--- config.mk ---
export PLATFORM = sky130hd
export DESIGN_NAME = wrt_watchdog
export DESIGN_NICKNAME = d
export VERILOG_FILES = /design/src/design/wrt_pkg.sv /design/src/design/wrt_watchdog.sv
export SDC_FILE = /design/constraint.sdc
export NUM_CORES = 1
export LEC_CHECK = 0
export BUFFER_PORTS_ARGS = -buffer_cell sky130_fd_sc_hd__clkbuf_2
export CORE_UTILIZATION = 58
export DETAILED_ROUTE_END_ITERATION = 8
export GPL_ROUTABILITY_DRIVEN = 0
export PLACE_DENSITY = 0.82
export SETUP_SLACK_MARGIN = 0.15
export SLEW_MARGIN = 20
export SYNTH_ARGS = -nofsm -noshare
export SYNTH_HDL_FRONTEND = slang
export SYNTH_SLANG_ARGS = --single-unit
--- constraint.sdc ---
create_clock -name i_clk_sys -period 2.9 [get_ports i_clk_sys]
set_input_delay 0.29 -clock i_clk_sys [delete_from_list [all_inputs] [get_ports i_clk_sys]]
set_output_delay 0.29 -clock i_clk_sys [all_outputs]
set_load 0.1 [all_outputs]
--- src/design/wrt_pkg.sv ---
// Purpose: shared constants for the watchdog reset timer
// Assumes: clock is the quad bus clock
// Notes: register offsets, field positions and cycle counts
`default_nettype none
package wrt_pkg;
    // ****************************************
    // bus and register map
    // ****************************************
    localparam int            ADDR_W        = 16;
    localparam int            DATA_W        = 8;
    localparam logic [15:0]   SERVICE_ADDR  = 16'hffff;
    localparam logic [15:0]   OPTIONS_ADDR  = 16'h001f;
    localparam int            DISABLE_BIT   = 0;
    localparam int            PERIOD_BIT    = 7;
    localparam logic [7:0]    OPTIONS_RESET = 8'h00;
    localparam logic [7:0]    UNMAPPED_DATA = 8'h00;
    // ****************************************
    // counter shape and timing
    // ****************************************
    localparam int            PRE_W         = 12;
    localparam int            CNT_W         = 6;
    localparam int            TOT_W         = PRE_W + CNT_W;
    localparam logic [11:0]   SERVICE_KEEP  = 12'h00f;
    localparam int            SHORT_CYCLES  = 8176;
    localparam int            LONG_CYCLES   = 262128;
    localparam int            PIN_LOW_CYCLES = 32;
    localparam int            POR_CYCLES    = 4096;
    localparam int            PIN_W         = 6;
    localparam int            POR_W         = 13;
    // ****************************************
    // reset sequencer states
    // ****************************************
    typedef enum logic [1:0] {
        ST_RUN   = 2'b01,
        ST_ALARM = 2'b10
    } wrt_state_type;
endpackage
`default_nettype wire

--- src/design/wrt_watchdog.sv ---
// Purpose: watchdog timer that requests a system reset unless serviced
// Assumes: i_clk_sys is the quad bus clock; inputs synchronous to it
// Notes: one 8-bit register port, read data one cycle after the strobe
//
// Decided for this implementation: the plain strobed port.
`default_nettype none
// What this block does
// - six-bit counter clocked by carry out of twelve-bit prescaler
// - unserviced counter overflows into reset after 8176 or 262128 cycles
// - period select one gives short timeout, zero gives long timeout
// - any write to service register clears counter and prescaler stages 12-5
// - reading service location returns reset vector low byte, counters untouched
// - watchdog reset drives pin low 32 cycles if enabled, sets cause flag
// - stop instruction clears the prescaler
// - prescaler cleared 4096 cycles after power-up
// - any internal reset clears prescaler and watchdog counter
// - disable bit set means no watchdog reset at all
// - no interrupt request, only a reset request output
// - watchdog held off in monitor mode entered with test voltage
// - watchdog keeps counting in wait mode
// - stop mode freezes watchdog clock and clears prescaler
// - break in monitor mode with break disable bit stops watchdog
// - options register takes one write per reset, reads always allowed
module wrt_watchdog
    import wrt_pkg::*;
#(
    parameter logic [7:0] VECTOR_LOW = 8'h00
) (
    input  wire logic              i_clk_sys,
    input  wire logic              i_nrst,
    input  wire logic [ADDR_W-1:0] i_addr,
    input  wire logic [DATA_W-1:0] i_wr_data,
    input  wire logic              i_wr,
    input  wire logic              i_rd,
    output logic      [DATA_W-1:0] o_rd_data,
    input  wire logic              i_int_rst,
    input  wire logic              i_stop_exec,
    input  wire logic              i_stop_mode,
    input  wire logic              i_wait_mode,
    input  wire logic              i_monitor_mode,
    input  wire logic              i_test_voltage,
    input  wire logic              i_break_active,
    input  wire logic              i_break_watchdog_disable,
    input  wire logic              i_reset_pin_enable,
    input  wire logic              i_cause_clear,
    output logic                   o_sys_reset_req,
    output logic                   o_rst_pin_out,
    output logic                   o_rst_pin_oe,
    output logic                   o_cause_flag
);
    // ****************************************
    // state
    // ****************************************
    logic [PRE_W-1:0]  pre;
    logic [PRE_W-1:0]  next_pre;
    logic [CNT_W-1:0]  cnt;
    logic [CNT_W-1:0]  next_cnt;
    logic [7:0]        options;
    logic              opt_written;
    logic [PIN_W-1:0]  pin_cnt;
    logic [PIN_W-1:0]  next_pin_cnt;
    logic [POR_W-1:0]  por_cnt;
    logic              por_done;
    wrt_state_type     state;
    wrt_state_type     next_state;
    logic              cause;

    // ****************************************
    // decode
    // ****************************************
    wire logic             svc_hit;
    wire logic             opt_hit;
    wire logic             svc_write;
    wire logic             opt_write;
    wire logic [7:0]       rd_mux;
    wire logic             stop_gate;
    wire logic             monitor_off;
    wire logic             break_off;
    wire logic             wd_enabled;
    wire logic             carry;
    wire logic             por_clear;
    wire logic [TOT_W-1:0] total;
    wire logic [TOT_W-1:0] limit;
    wire logic             fire;
    wire logic             alarm;
    wire logic             pin_last;

    assign svc_hit   = i_addr == SERVICE_ADDR;
    assign opt_hit   = i_addr == OPTIONS_ADDR;
    assign svc_write = i_wr && svc_hit;
    assign opt_write = i_wr && opt_hit && !opt_written;
    assign rd_mux    = svc_hit ? VECTOR_LOW :
                       opt_hit ? options : UNMAPPED_DATA;

    // wait mode does not appear here: counting goes on
    assign stop_gate   = i_stop_mode;
    assign monitor_off = i_monitor_mode && i_test_voltage;
    assign break_off   = i_break_active && i_monitor_mode
                         && i_break_watchdog_disable;
    assign wd_enabled  = !options[DISABLE_BIT] && !monitor_off
                         && !break_off;

    assign carry     = pre == {PRE_W{1'b1}};
    assign por_clear = !por_done && por_cnt == POR_W'(POR_CYCLES - 1);
    assign total     = {cnt, pre};
    assign limit     = options[PERIOD_BIT] ? TOT_W'(SHORT_CYCLES - 1)
                                           : TOT_W'(LONG_CYCLES - 1);
    assign alarm     = state == ST_ALARM;
    assign fire      = !alarm && wd_enabled && !stop_gate
                       && !i_int_rst && !svc_write
                       && total == limit;
    assign pin_last  = pin_cnt == '0;

    // ****************************************
    // prescaler and watchdog counter
    // ****************************************
    always_comb begin
        if (i_int_rst || alarm) begin
            next_pre = '0;
        end else if (i_stop_exec || por_clear) begin
            next_pre = '0;
        end else if (stop_gate) begin
            next_pre = '0;
        end else if (svc_write) begin
            next_pre = pre & SERVICE_KEEP;
        end else begin
            next_pre = pre + 1'b1;
        end
    end

    always_comb begin
        if (i_int_rst || alarm) begin
            next_cnt = '0;
        end else if (!wd_enabled) begin
            next_cnt = '0;
        end else if (svc_write) begin
            next_cnt = '0;
        end else if (stop_gate) begin
            next_cnt = cnt;
        end else if (carry) begin
            next_cnt = cnt + 1'b1;
        end else begin
            next_cnt = cnt;
        end
    end

    always_ff @(posedge i_clk_sys or negedge i_nrst) begin
        if (!i_nrst) begin
            pre <= '0;
            cnt <= '0;
        end else begin
            pre <= next_pre;
            cnt <= next_cnt;
        end
    end

    // ****************************************
    // power-up prescaler clear
    // ****************************************
    always_ff @(posedge i_clk_sys or negedge i_nrst) begin
        if (!i_nrst) begin
            por_cnt  <= '0;
            por_done <= 1'b0;
        end else if (por_clear) begin
            por_done <= 1'b1;
        end else if (!por_done) begin
            por_cnt  <= por_cnt + 1'b1;
        end
    end

    // ****************************************
    // options register
    // ****************************************
    always_ff @(posedge i_clk_sys or negedge i_nrst) begin
        if (!i_nrst) begin
            options     <= OPTIONS_RESET;
            opt_written <= 1'b0;
        end else if (i_int_rst) begin
            options     <= OPTIONS_RESET;
            opt_written <= 1'b0;
        end else if (opt_write) begin
            options     <= i_wr_data;
            opt_written <= 1'b1;
        end
    end

    always_ff @(posedge i_clk_sys or negedge i_nrst) begin
        if (!i_nrst) begin
            o_rd_data <= '0;
        end else if (i_rd) begin
            o_rd_data <= rd_mux;
        end else begin
            o_rd_data <= '0;
        end
    end

    // ****************************************
    // reset sequencer
    // ****************************************
    always_comb begin
        next_state   = state;
        next_pin_cnt = pin_cnt;
        case (state)
            ST_RUN: begin
                if (fire) begin
                    next_state   = ST_ALARM;
                    next_pin_cnt = PIN_W'(PIN_LOW_CYCLES - 1);
                end
            end
            ST_ALARM: begin
                if (pin_last) begin
                    next_state = ST_RUN;
                end else begin
                    next_pin_cnt = pin_cnt - 1'b1;
                end
            end
            default: begin
                next_state   = ST_RUN;
                next_pin_cnt = '0;
            end
        endcase
    end

    always_ff @(posedge i_clk_sys or negedge i_nrst) begin
        if (!i_nrst) begin
            state   <= ST_RUN;
            pin_cnt <= '0;
        end else begin
            state   <= next_state;
            pin_cnt <= next_pin_cnt;
        end
    end

    // cause flag: a new timeout wins over a clear
    always_ff @(posedge i_clk_sys or negedge i_nrst) begin
        if (!i_nrst) begin
            cause <= 1'b0;
        end else if (fire) begin
            cause <= 1'b1;
        end else if (i_cause_clear) begin
            cause <= 1'b0;
        end
    end

    // ****************************************
    // outputs
    // ****************************************
    assign o_sys_reset_req = alarm;
    assign o_rst_pin_out   = 1'b0;
    assign o_rst_pin_oe    = alarm && i_reset_pin_enable;
    assign o_cause_flag    = cause;
endmodule // wrt_watchdog
`default_nettype wire

# Yosys cells after proc, flatten, opt, wreduce, memory -nomap -nowiden
# Cells that the tools add are included.
dict set report word_totals {
  ff_bits 58
  inputBits 38
  output_inout_bits 12
}
dict set report op_classes {
  add_sub_neg 4
  eq_ne 13
  n_mux 25
  bitwise 2
  reduce_logical 33
}
# operator n
set op_table {}
lappend op_table {{2-to-1 mux 12 bit} 4}
lappend op_table {{2-to-1 mux 6 bit} 7}
lappend op_table {{2-to-1 mux 8 bit} 5}
lappend op_table {{== test 18 bit} 1}
lappend op_table {{2-to-1 mux 18 bit} 1}
lappend op_table {{== test 16 bit, second input constant} 1}
lappend op_table {{== test 16 x 5 -> 1 bit, second input constant} 1}
lappend op_table {{logical AND 1 bit} 15}
lappend op_table {{adder 13 x 1 -> 13 bit, second input constant} 1}
lappend op_table {{== test 13 x 12 -> 1 bit, second input constant} 1}
lappend op_table {{adder 12 x 1 -> 12 bit, second input constant} 1}
lappend op_table {{== test 12 bit, second input constant} 1}
lappend op_table {{case mux 6 bit (2 select lines)} 1}
lappend op_table {{zero test 1 bit} 9}
lappend op_table {{!= test 4 x 2 -> 1 bit, second input constant} 2}
lappend op_table {{AND reduction 2 bit} 4}
lappend op_table {{adder 6 x 1 -> 6 bit, second input constant} 1}
lappend op_table {{zero test 6 bit} 1}
lappend op_table {{subtractor 6 x 1 -> 6 bit, second input constant} 1}
lappend op_table {{2-to-1 mux 1 bit} 4}
lappend op_table {{2-to-1 mux 2 bit} 2}
lappend op_table {{!= test 2 bit, second input constant} 2}
lappend op_table {{!= test 4 x 3 -> 1 bit, second input constant} 1}
lappend op_table {{case mux 2 bit (2 select lines)} 1}
lappend op_table {{6 further kinds} 9}

# Longest topological paths before layout
# Gate-level depths: netlist of the first run.
dict set report logic_depth {
  depth_word 11
  depth_mapped 7
  depth_no_buf 7
}

# Worst setup path before layout of the first run
# No wires, ideal clock.
dict set report synth_timing {
  kind {register to output}
  startpoint {register state[0]}
  endpoint {output o_rst_pin_oe}
  arrival_ns 2.228
  setup_slack_ns 0.382
  path_stages_with_launch 4
  path_cell_list {dfstp_2 inv_1 ha_1 and2_1}
}
dict set report synth_between {
  elab_chain_cells 2
}
# item line
set synth_rtl {}
lappend synth_rtl {{start: declaration} wrt_watchdog.sv:64} ;# wrt_state_type state;
lappend synth_rtl {{start signal: assignment} wrt_watchdog.sv:229} ;# state <= next_state;
lappend synth_rtl {{== test 2 bit} wrt_watchdog.sv:108} ;# assign alarm = state == ST_ALARM;
lappend synth_rtl {{net o_sys_reset_req} wrt_watchdog.sv:46} ;# output logic o_sys_reset_req,
lappend synth_rtl {{logical AND 1 bit} wrt_watchdog.sv:250} ;# assign o_rst_pin_oe = alarm && i_reset_pin_enable;
lappend synth_rtl {{end: declaration} wrt_watchdog.sv:48} ;# output logic o_rst_pin_oe,
# The timed path passes the listed nets, and every way through them passes these cells.

# Worst setup path in the final report of the first run
dict set report layout_timing {
  startpoint {register state[0]}
  endpoint {register pre[11]}
}
dict set report layout_between {
  elab_chain_cells 3
}
# item line
set layout_rtl {}
lappend layout_rtl {{== test 2 bit} wrt_watchdog.sv:108}
lappend layout_rtl {{logical OR 1 bit} wrt_watchdog.sv:118} ;# if (i_int_rst || alarm) begin
lappend layout_rtl {{2-to-1 mux 12 bit} wrt_watchdog.sv:118}
lappend layout_rtl {{net next_pre[11]} wrt_watchdog.sv:55} ;# logic [PRE_W-1:0] next_pre;
lappend layout_rtl {{end signal: assignment} wrt_watchdog.sv:152} ;# pre <= next_pre;
lappend layout_rtl {{end: declaration} wrt_watchdog.sv:54} ;# logic [PRE_W-1:0] pre;
# The timed path passes the listed nets, and every way through them passes these cells.
# A chain may end at the register's enable or synchronous reset.

==> Implementation_results.wiki, run 1 <==
{| class="wikitable"
! Metric !! Value
|-
| Fraction of layout cells with a size suffix above 1 || 24.6%
|-
| Die Width || 73.4 µm
|-
| Worst endpoint required time || 3170 ps
|-
| Static leakage || 0.00165 µW
|-
| IO buf count || 47
|-
| Setup Total Neg Slack || 0 ps
|-
| CORE AREA || 4820 µm²
|-
| Initial detailed-routing violation count || 96
|-
| Post-cts repair resize count || 0
|-
| Outcome || finished clean
|-
| Cells along the critical path || inv_1 > ha_1 > nor4_1 > o41ai_2 > or2_1 > nor2_1
|-
| Most used DFF post-synth || dfrtp_1
|-
| Arrival time at the worst endpoint || 2480 ps
|-
| Die Span Y || 73.4 µm
|-
| Count of endpoints failing setup in the final report || 0
|-
| Highest cell delay on the worst timing path || 550 ps
|-
| First-pass GRT wire length || 9880 µm
|-
| Post-Synthesis Net Count || 327
|-
| First-pass iteration count of the detailed router || 4
|-
| Ant. Diodes || 0
|-
| Worst path slowest cell || dfstp_2
|-
| Number of standard cells after synthesis || 282
|-
| Slew Limit Headroom || 60.2%
|-
| Via Count || 2,250
|-
| Buffer cell driving the clock tree root || clkbuf_8
|-
| Total die area || 5380 µm²
|-
| Hold Vio Cnt, Final || 0
|-
| Clock buffer count from CTS || 9
|-
| Area grow syn2layout || 18.6%
|-
| Area of all placed cells without fillers || 3500 µm²
|-
| Average wire length per cell after detail routing || 14.6 µm
|-
| Type of origin of the critical path || register
|-
| Post-layout power || 1710 µW
|-
| Part of the total power dissipated in sequential elements || 47.3%
|-
| Setup repair after global routing missed its margin || no
|-
| Crit Path Max Fanout || 9
|-
| Number of global-route vias before repair || 2,212
|-
| Number of max-slew violations in the final report || 0
|-
| IO Pins || 50
|-
| Initial antenna violation count || 0
|-
| Portion of total power attributed to combinational logic || 4.0%
|-
| Clock transition at the register clock pins on the worst setup and hold paths after CTS || 70 ps
|-
| Count of different cell masters after synthesis || 51
|-
| Final HPWL from detailed placement || 4180 µm
|-
| Clock latency on the worst-skew pair || 340 ps
|-
| Fill cell total of the finished layout || 352
|-
| Fin Clk Skew || 9.04 ps
|-
| Max-capacitance violation count || 0
|-
| Avg Inst Size Synth || 10.5 µm²
|-
| Clock tree from TritonCTS || done
|-
| DP Area || 3270 µm²
|-
| Crit path capture type || register
|-
| Critical path type || reg -> reg
|-
| Kind of cell with the highest combined delay on the critical path || simple AND/OR/NAND/NOR gates
|-
| EDFF count, synth || 0
|-
| Via-per-instance ratio || 5.50
|-
| Synthesized cell area || 2950 µm²
|-
| Antenna-violating nets left || 0
|-
| Routed wire length || 5990 µm
|-
| Fraction of synthesis flops using an asynchronous set or reset pin || 100%
|-
| Worst Tran Pin Value || 592 ps
|-
| Peak Freq || 0.451 GHz
|-
| Crit path buffers/inverters || 1
|-
| Post-synthesis register bit count || 58
|-
| Portion of the clock cycle consumed by the worst path in the final layout || 76.5%
|-
| Cell-internal power || 1340 µW
|-
| Maximum resistive drop on vdd || 0.350 mV
|-
| H-tree level count || 3
|-
| Std cell rows || 25
|-
| Sinks on the clock net || 58
|-
| Largest net degree at the start of global routing || 29
|-
| Cell Pwr Density || 489 nW/µm²
|-
| Path category of the worst min-delay check || in -> reg
|-
| Warning count from the yosys run || 0
|-
| Fraction of power spent switching nets || 21.5%
|-
| Initial core utilization || 61.3%
|-
| Min cycle time layout || 2220 ps
|-
| Portion of total power attributed to the clock network || 48.7%
|-
| Switching power of the nets || 368 µW
|-
| Sequential share of the synthesized area || 49.2%
|-
| Total routing usage reported by global routing || 25.3%
|-
| Clock buffer depth || 2
|-
| Overflow left after global routing || 0
|-
| Number of nets in the final layout || 382
|-
| DRC violation count after routing || 0
|}
==> power by group through the flow <==
stage	combinational [µW]	sequential (µW)	clock, µW
after floorplan	21.2	825	0
after global placement	66.8	825	0
after detailed placement	68.4	825	0
after CTS	70.1	810	848
after global routing	76.6	810	880
final	68.3	810	834
==> state kept, by name, indices dropped and copies added (netlist names) <==
name          flops
state             2
options           8
cnt               6
o_rd_data         8
pin_cnt           6
por_done          1
o_cause_flag      1
opt_written       1
por_cnt          13
pre              12
==> cells in the mapped netlist (all sizes together) (7+ instances only) <==
master,n,area (µm²)
nor2,35,131
nand3,11,55.1
dfrtp,57,1430
o21ai,8,40.0
mux2i,11,110
inv,13,48.8
xnor2,14,123
nand4,11,68.8
nor3,7,35.0
and2,10,62.6
and3,7,45.1
ha,7,87.6
xor2,13,114
nand2,23,86.3
==> metrics by stage <==
stage / instances / hold slack [ps] / utilization (%) / setup WS, ps
after global routing: 409 / 165 / 72.8 / 556
after global placement: 392 / 98.4 / 67.8 / 806
after detailed placement: 392 / 102 / 67.8 / 768
final: 409 / 171 / 72.8 / 682
after CTS: 409 / 164 / 72.8 / 657
after floorplan: 282 / -5.59 / - / 382
==> final cells by class <==
cell class	instances	area (µm²)	area share [%]
Sequential cell	58	1450	41.4
Multi-Input combinational cell	204	1420	40.6
Timing Repair Buffer	51	268	7.64
Clock buffer	10	138	3.93
Clock inverter	6	90.1	2.57
Tap cell	67	83.8	2.39
Inverter	13	48.8	1.39
==> cells in the final DEF, fill, tap and decap left out, drive strengths merged, types with 2 or more instances in the layout <==
| cell type | n |
|---|---|
| xnor2 | 14 |
| nand4b | 3 |
| o21ai | 8 |
| nand4 | 11 |
| nand3 | 11 |
| clkbuf | 57 |
| buf | 3 |
| or3 | 2 |
| ha | 7 |
| a21boi | 2 |
| nor3 | 7 |
| a21oi | 4 |
| mux2i | 11 |
| nand2b | 2 |
| clkinv | 3 |
| and3 | 7 |
| nor2 | 35 |
| xor2 | 13 |
| dfrtp | 57 |
| and2 | 10 |
| nor4 | 5 |
| inv | 13 |
| o22ai | 2 |
| and4 | 2 |
| a22o | 2 |
| or2 | 2 |
| o211ai | 3 |
| nand2 | 23 |
| o41ai | 2 |
| nor2b | 4 |
| bufinv | 2 |
==> path summary, 6_finish.rpt <==
kind	endpoint	cells past startpoint	start	slack (ps)
min reg2reg	por_cnt[5]$_DFFE_PN0P_	1	por_cnt[5]$_DFFE_PN0P_	470
min in group asynchronous	o_rd_data[6]$_DFF_PN0_	2	i_nrst	280
max reg2reg	pre[11]$_DFF_PN0_	6	state[0]$_DFFE_PN1P_	680
max	pre[11]$_DFF_PN0_	6	state[0]$_DFFE_PN1P_	680
max in group asynchronous	state[0]$_DFFE_PN1P_	3	i_nrst	2020
min	o_cause_flag$_DFFE_PN0P_	2	i_cause_clear	170
==> cell families (layout without fill, tap and decap cells) <==
logic type	Yosys count	count (layout)	share of synthesized area (%)
flip-flops	58	58	49.2
other	1	1	0.127
AO/OA/AOI/OAI	28	28	9.49
buffers and inverters	20	80	2.84
AND/OR/NAND/NOR	129	129	23.3
adder cells (fa/ha/maj)	7	7	2.96
XOR/XNOR	27	27	8.01
multiplexers	12	12	4.11
==> metal layers <==
metal / share of wire, % / routed length (µm) / global-route usage, % / vias up
met1: 42 / 2520 / 28.3 / 1072
met5: 0 / 0 / 0 / -
met3: 5.5 / 330 / 7.68 / 14
met2: 50 / 2990 / 44.0 / 73
met4: 2.3 / 137 / 12.2 / 0
li1: - / - / - / 1091
==> worst register-to-register path: stages, from the launching register on <==
cell,delay (ps)
dfstp_2,550
inv_1,40
ha_1,330
nor4_1,490
o41ai_2,230
or2_1,370
nor2_1,140
==> timing repair <==
action,4_1_cts,5_1_grt
hold buffers,1,0
setup buffers,0,0
endpoints found under the hold margin,2,0
Power figures use the tool's default switching activity.
==> inputs of run 2 (changes only) <==
--- a/config.mk
+++ b/config.mk
@@ -6,10 +6,10 @@
 export NUM_CORES = 1
 export LEC_CHECK = 0
 export BUFFER_PORTS_ARGS = -buffer_cell sky130_fd_sc_hd__clkbuf_2
-export CORE_UTILIZATION = 58
+export CORE_UTILIZATION = 50
 export DETAILED_ROUTE_END_ITERATION = 8
 export GPL_ROUTABILITY_DRIVEN = 0
-export PLACE_DENSITY = 0.82
+export PLACE_DENSITY = 0.75
 export SETUP_SLACK_MARGIN = 0.15
 export SLEW_MARGIN = 20
 export SYNTH_ARGS = -nofsm -noshare
==> constraint.sdc (replaced) <==
create_clock -name i_clk_sys -period 1.8 [get_ports i_clk_sys]
set_input_delay 0.18 -clock i_clk_sys [delete_from_list [all_inputs] [get_ports i_clk_sys]]
set_output_delay 0.18 -clock i_clk_sys [all_outputs]
set_load 0.1 [all_outputs]
==> Implementation_results.wiki, run 2 (synthesis results as in run 1) <==
{| class="wikitable"
! Metric !! Value
|-
| Number of instances on the worst hold path || 2 (unchanged)
|-
| Portion of the clock cycle consumed by the worst path in the final layout || 105% (+28 points)
|-
| Min cycle time layout || 1890 ps (-331 ps)
|-
| Max reg flops || 13 (unchanged)
|-
| Kind of cell with the highest combined delay on the critical path || compound AO/OA/AOI/OAI gates
|-
| Area grow syn2layout || 36.6%
|-
| Fin Clk Skew || 8.89 ps (-0.144 ps)
|-
| Largest net degree at the start of global routing || 59 (+100%)
|-
| Setup repair after global routing missed its margin || yes
|-
| Fraction of layout cells with a size suffix above 1 || 39.4% (+15 points)
|-
| Via Count || 2,420 (+7.6%)
|-
| First-pass iteration count of the detailed router || 4 (unchanged)
|-
| WHS Endpoint || o_cause_flag$_DFFE_PN0P_
|-
| Most numerous cell on the critical path || a22o_1
|-
| Worst Reg-to-Reg Cells || 5 (-1)
|-
| Clock transition at the register clock pins on the worst setup and hold paths after CTS || 70 ps (about the same)
|-
| Average wire length per cell after detail routing || 15.5 µm (+6.0%)
|-
| Path category of the worst min-delay check || in -> reg
|-
| Sinks on the clock net || 58 (unchanged)
|-
| Ant. Diodes || 0 (unchanged)
|-
| Worst path slowest cell || or4_4
|-
| Initial core utilization || 52.7% (-8.6 points)
|-
| Highest cell delay on the worst timing path || 550 ps (about the same)
|-
| Worst endpoint required time || 2040 ps (-1130 ps)
|-
| Critical path type || reg -> reg
|-
| Count of endpoints failing setup in the final report || 6 (+6)
|-
| Crit Path Max Fanout || 4 (-5)
|-
| Launch point of the worst reg-to-reg path || cnt[2]$_DFFE_PN0P_
|-
| Maximum resistive drop on vdd || 0.626 mV (+79%)
|-
| Overflow left after global routing || 0 (unchanged)
|-
| Std cell rows || 27 (+8.0%)
|-
| Arrival time at the worst endpoint || 2120 ps (-360 ps)
|-
| Total die area || 6220 µm² (+16%)
|-
| Clock tree from TritonCTS || done
|-
| Slew Limit Headroom || 64.0% (+3.9 points)
|-
| First-pass GRT wire length || 11,300 µm (+14%)
|-
| Antenna-violating nets left || 0 (unchanged)
|-
| IO Pins || 50 (unchanged)
|-
| Via-per-instance ratio || 5.34 (-2.9%)
|-
| Crit path capture type || register
|-
| Footprint of the multi-input gates || 1600 µm² (+12%)
|-
| Die Span Y || 78.9 µm (+7.5%)
|-
| Initial detailed-routing violation count || 108 (+13%)
|-
| Top flop regs || por_cnt x13, pre x12
|-
| Peak Freq || 0.530 GHz (+18%)
|-
| Clock buffer count from CTS || 9 (unchanged)
|-
| Worst reg2reg path endpoint || pin_cnt[5]$_DFFE_PN0P_
|-
| Clock latency on the worst-skew pair || 350 ps (about the same)
|-
| Routed wire length || 7030 µm (+17%)
|-
| Static leakage || 0.00188 µW (+14%)
|-
| Area of all placed cells without fillers || 4030 µm² (+15%)
|-
| Hold Crit Start || i_cause_clear
|-
| Post-Layout Cell Count || 453 (+11%)
|-
| PnR worst setup slack || -86.9 ps (-769 ps)
|-
| Commonest non-fill, non-tap cell in the layout || dfrtp_1
|-
| Cells along the critical path || or4_4 > o22ai_4 > o2111ai_4 > a22o_1 > a22o_1
|-
| DRC violation count after routing || 0 (unchanged)
|-
| Slack of the worst reg-to-reg path || -90 ps (-770 ps)
|-
| Cell Pwr Density || 683 nW/µm² (+40%)
|-
| Clock buffer depth || 2 (unchanged)
|-
| Fill cell total of the finished layout || 412 (+17%)
|-
| CORE AREA || 5610 µm² (+16%)
|-
| H-tree level count || 3 (unchanged)
|-
| Register with the most flip-flops || por_cnt
|-
| Buffer cell driving the clock tree root || clkbuf_8
|-
| DP Area || 3520 µm² (+7.9%)
|-
| Highest-count cells in the layout ignoring fill and taps || dfrtp_1, clkbuf_2, buf_4
|-
| Violated checks || negative setup slack
|-
| IO buf count || 47 (unchanged)
|-
| Final HPWL from detailed placement || 4690 µm (+12%)
|-
| Worst Tran Pin Value || 542 ps (-50.5 ps)
|-
| Outcome || complete, but fails checks
|-
| Die Width || 78.9 µm (+7.5%)
|-
| Sequential Area || 1450 µm² (unchanged)
|-
| Total routing usage reported by global routing || 24.4% (-0.94 points)
|-
| Max-capacitance violation count || 0 (unchanged)
|-
| Crit path buffers/inverters || 0 (-1)
|-
| Initial antenna violation count || 0 (unchanged)
|-
| Post-placement cell count || 426 (+8.7%)
|-
| Type of origin of the critical path || register
|-
| Hold Vio Cnt, Final || 0 (unchanged)
|-
| Number of max-slew violations in the final report || 0 (unchanged)
|-
| Number of global-route vias before repair || 2,487 (+12%)
|-
| Number of nets in the final layout || 421 (+10%)
|}
run 2: cell count changes in the layout (fill, tap and decap cells not counted), moves of 3 or more:
cell     change
buf_4       +34
buf_6        +4
nand2_1      -3
nand2_2      +3
nor2_1       -8
nor2_2       +5
nor2_4       +3
run 2: metrics by stage:
step           total power [µW]  worst slack, ps  setup TNS, ps  hold WS, ps  utilization [%]
3_3_place_gp               1450            -21.6           -131          213             62.8
4_1_cts                    2780            -50.0           -182         5.33             69.1
3_5_place_dp               1450            -99.5           -745          215             62.8
6_report                   2750            -86.9           -314         12.8             71.9
2_1_floorplan              1360             -162          -1240         -116                -
5_1_grt                    2850             -152           -677         3.17             71.9
run 2: layer usage:
metal | up-vias | part of all wire (%) | routed length, µm | GRT usage [%]
li1 | 1164 | - | - | -
met1 | 1160 | 41 | 2850 | 27.8
met2 | 69 | 51 | 3610 | 41.7
met3 | 27 | 4.7 | 328 | 7.24
met4 | 0 | 3.3 | 233 | 11.8
met5 | - | 0 | 0 | 0
run 2: area by class of cell:
cell class                      count  area share, %
Tap cell                           72           2.23
Timing Repair Buffer               90           15.6
Inverter                           13           1.21
Clock buffer                        9           3.07
Sequential cell                    58           36.0
Multi-Input combinational cell    204           39.6
Clock inverter                      7           2.33
run 2: how the worst max path moves through the flow:
stage	depth (start not counted)	endpoint	slack (ps)	from
floorplan	6	pin_cnt[5]$_DFFE_PN0P_	-160	state[0]$_DFFE_PN1P_
global placement	7	pre[11]$_DFF_PN0_	-20	state[0]$_DFFE_PN1P_
detailed placement	7	pre[9]$_DFF_PN0_	-100	state[0]$_DFFE_PN1P_
CTS	5	pin_cnt[1]$_DFFE_PN0P_	-50	cnt[2]$_DFFE_PN0P_
global route	6	pin_cnt[5]$_DFFE_PN0P_	-150	state[0]$_DFFE_PN1P_
finish	5	pin_cnt[5]$_DFFE_PN0P_	-90	cnt[2]$_DFFE_PN0P_
run 2: report_power, final:
group	internal (µW)	leakage (µW)	switching, µW
logic	56.5	0.00100	77.2
registers	1300	0.000766	0.586
clock network	775	0.000105	540
run 2: what timing repair did:
item	in CTS	in global routing
endpoints found under the hold margin	57	0
hold buffers	1	0
setup endpoints to repair	29	26
pin swaps	5	18
gates resized for setup	19	27
buffers inserted	3	7
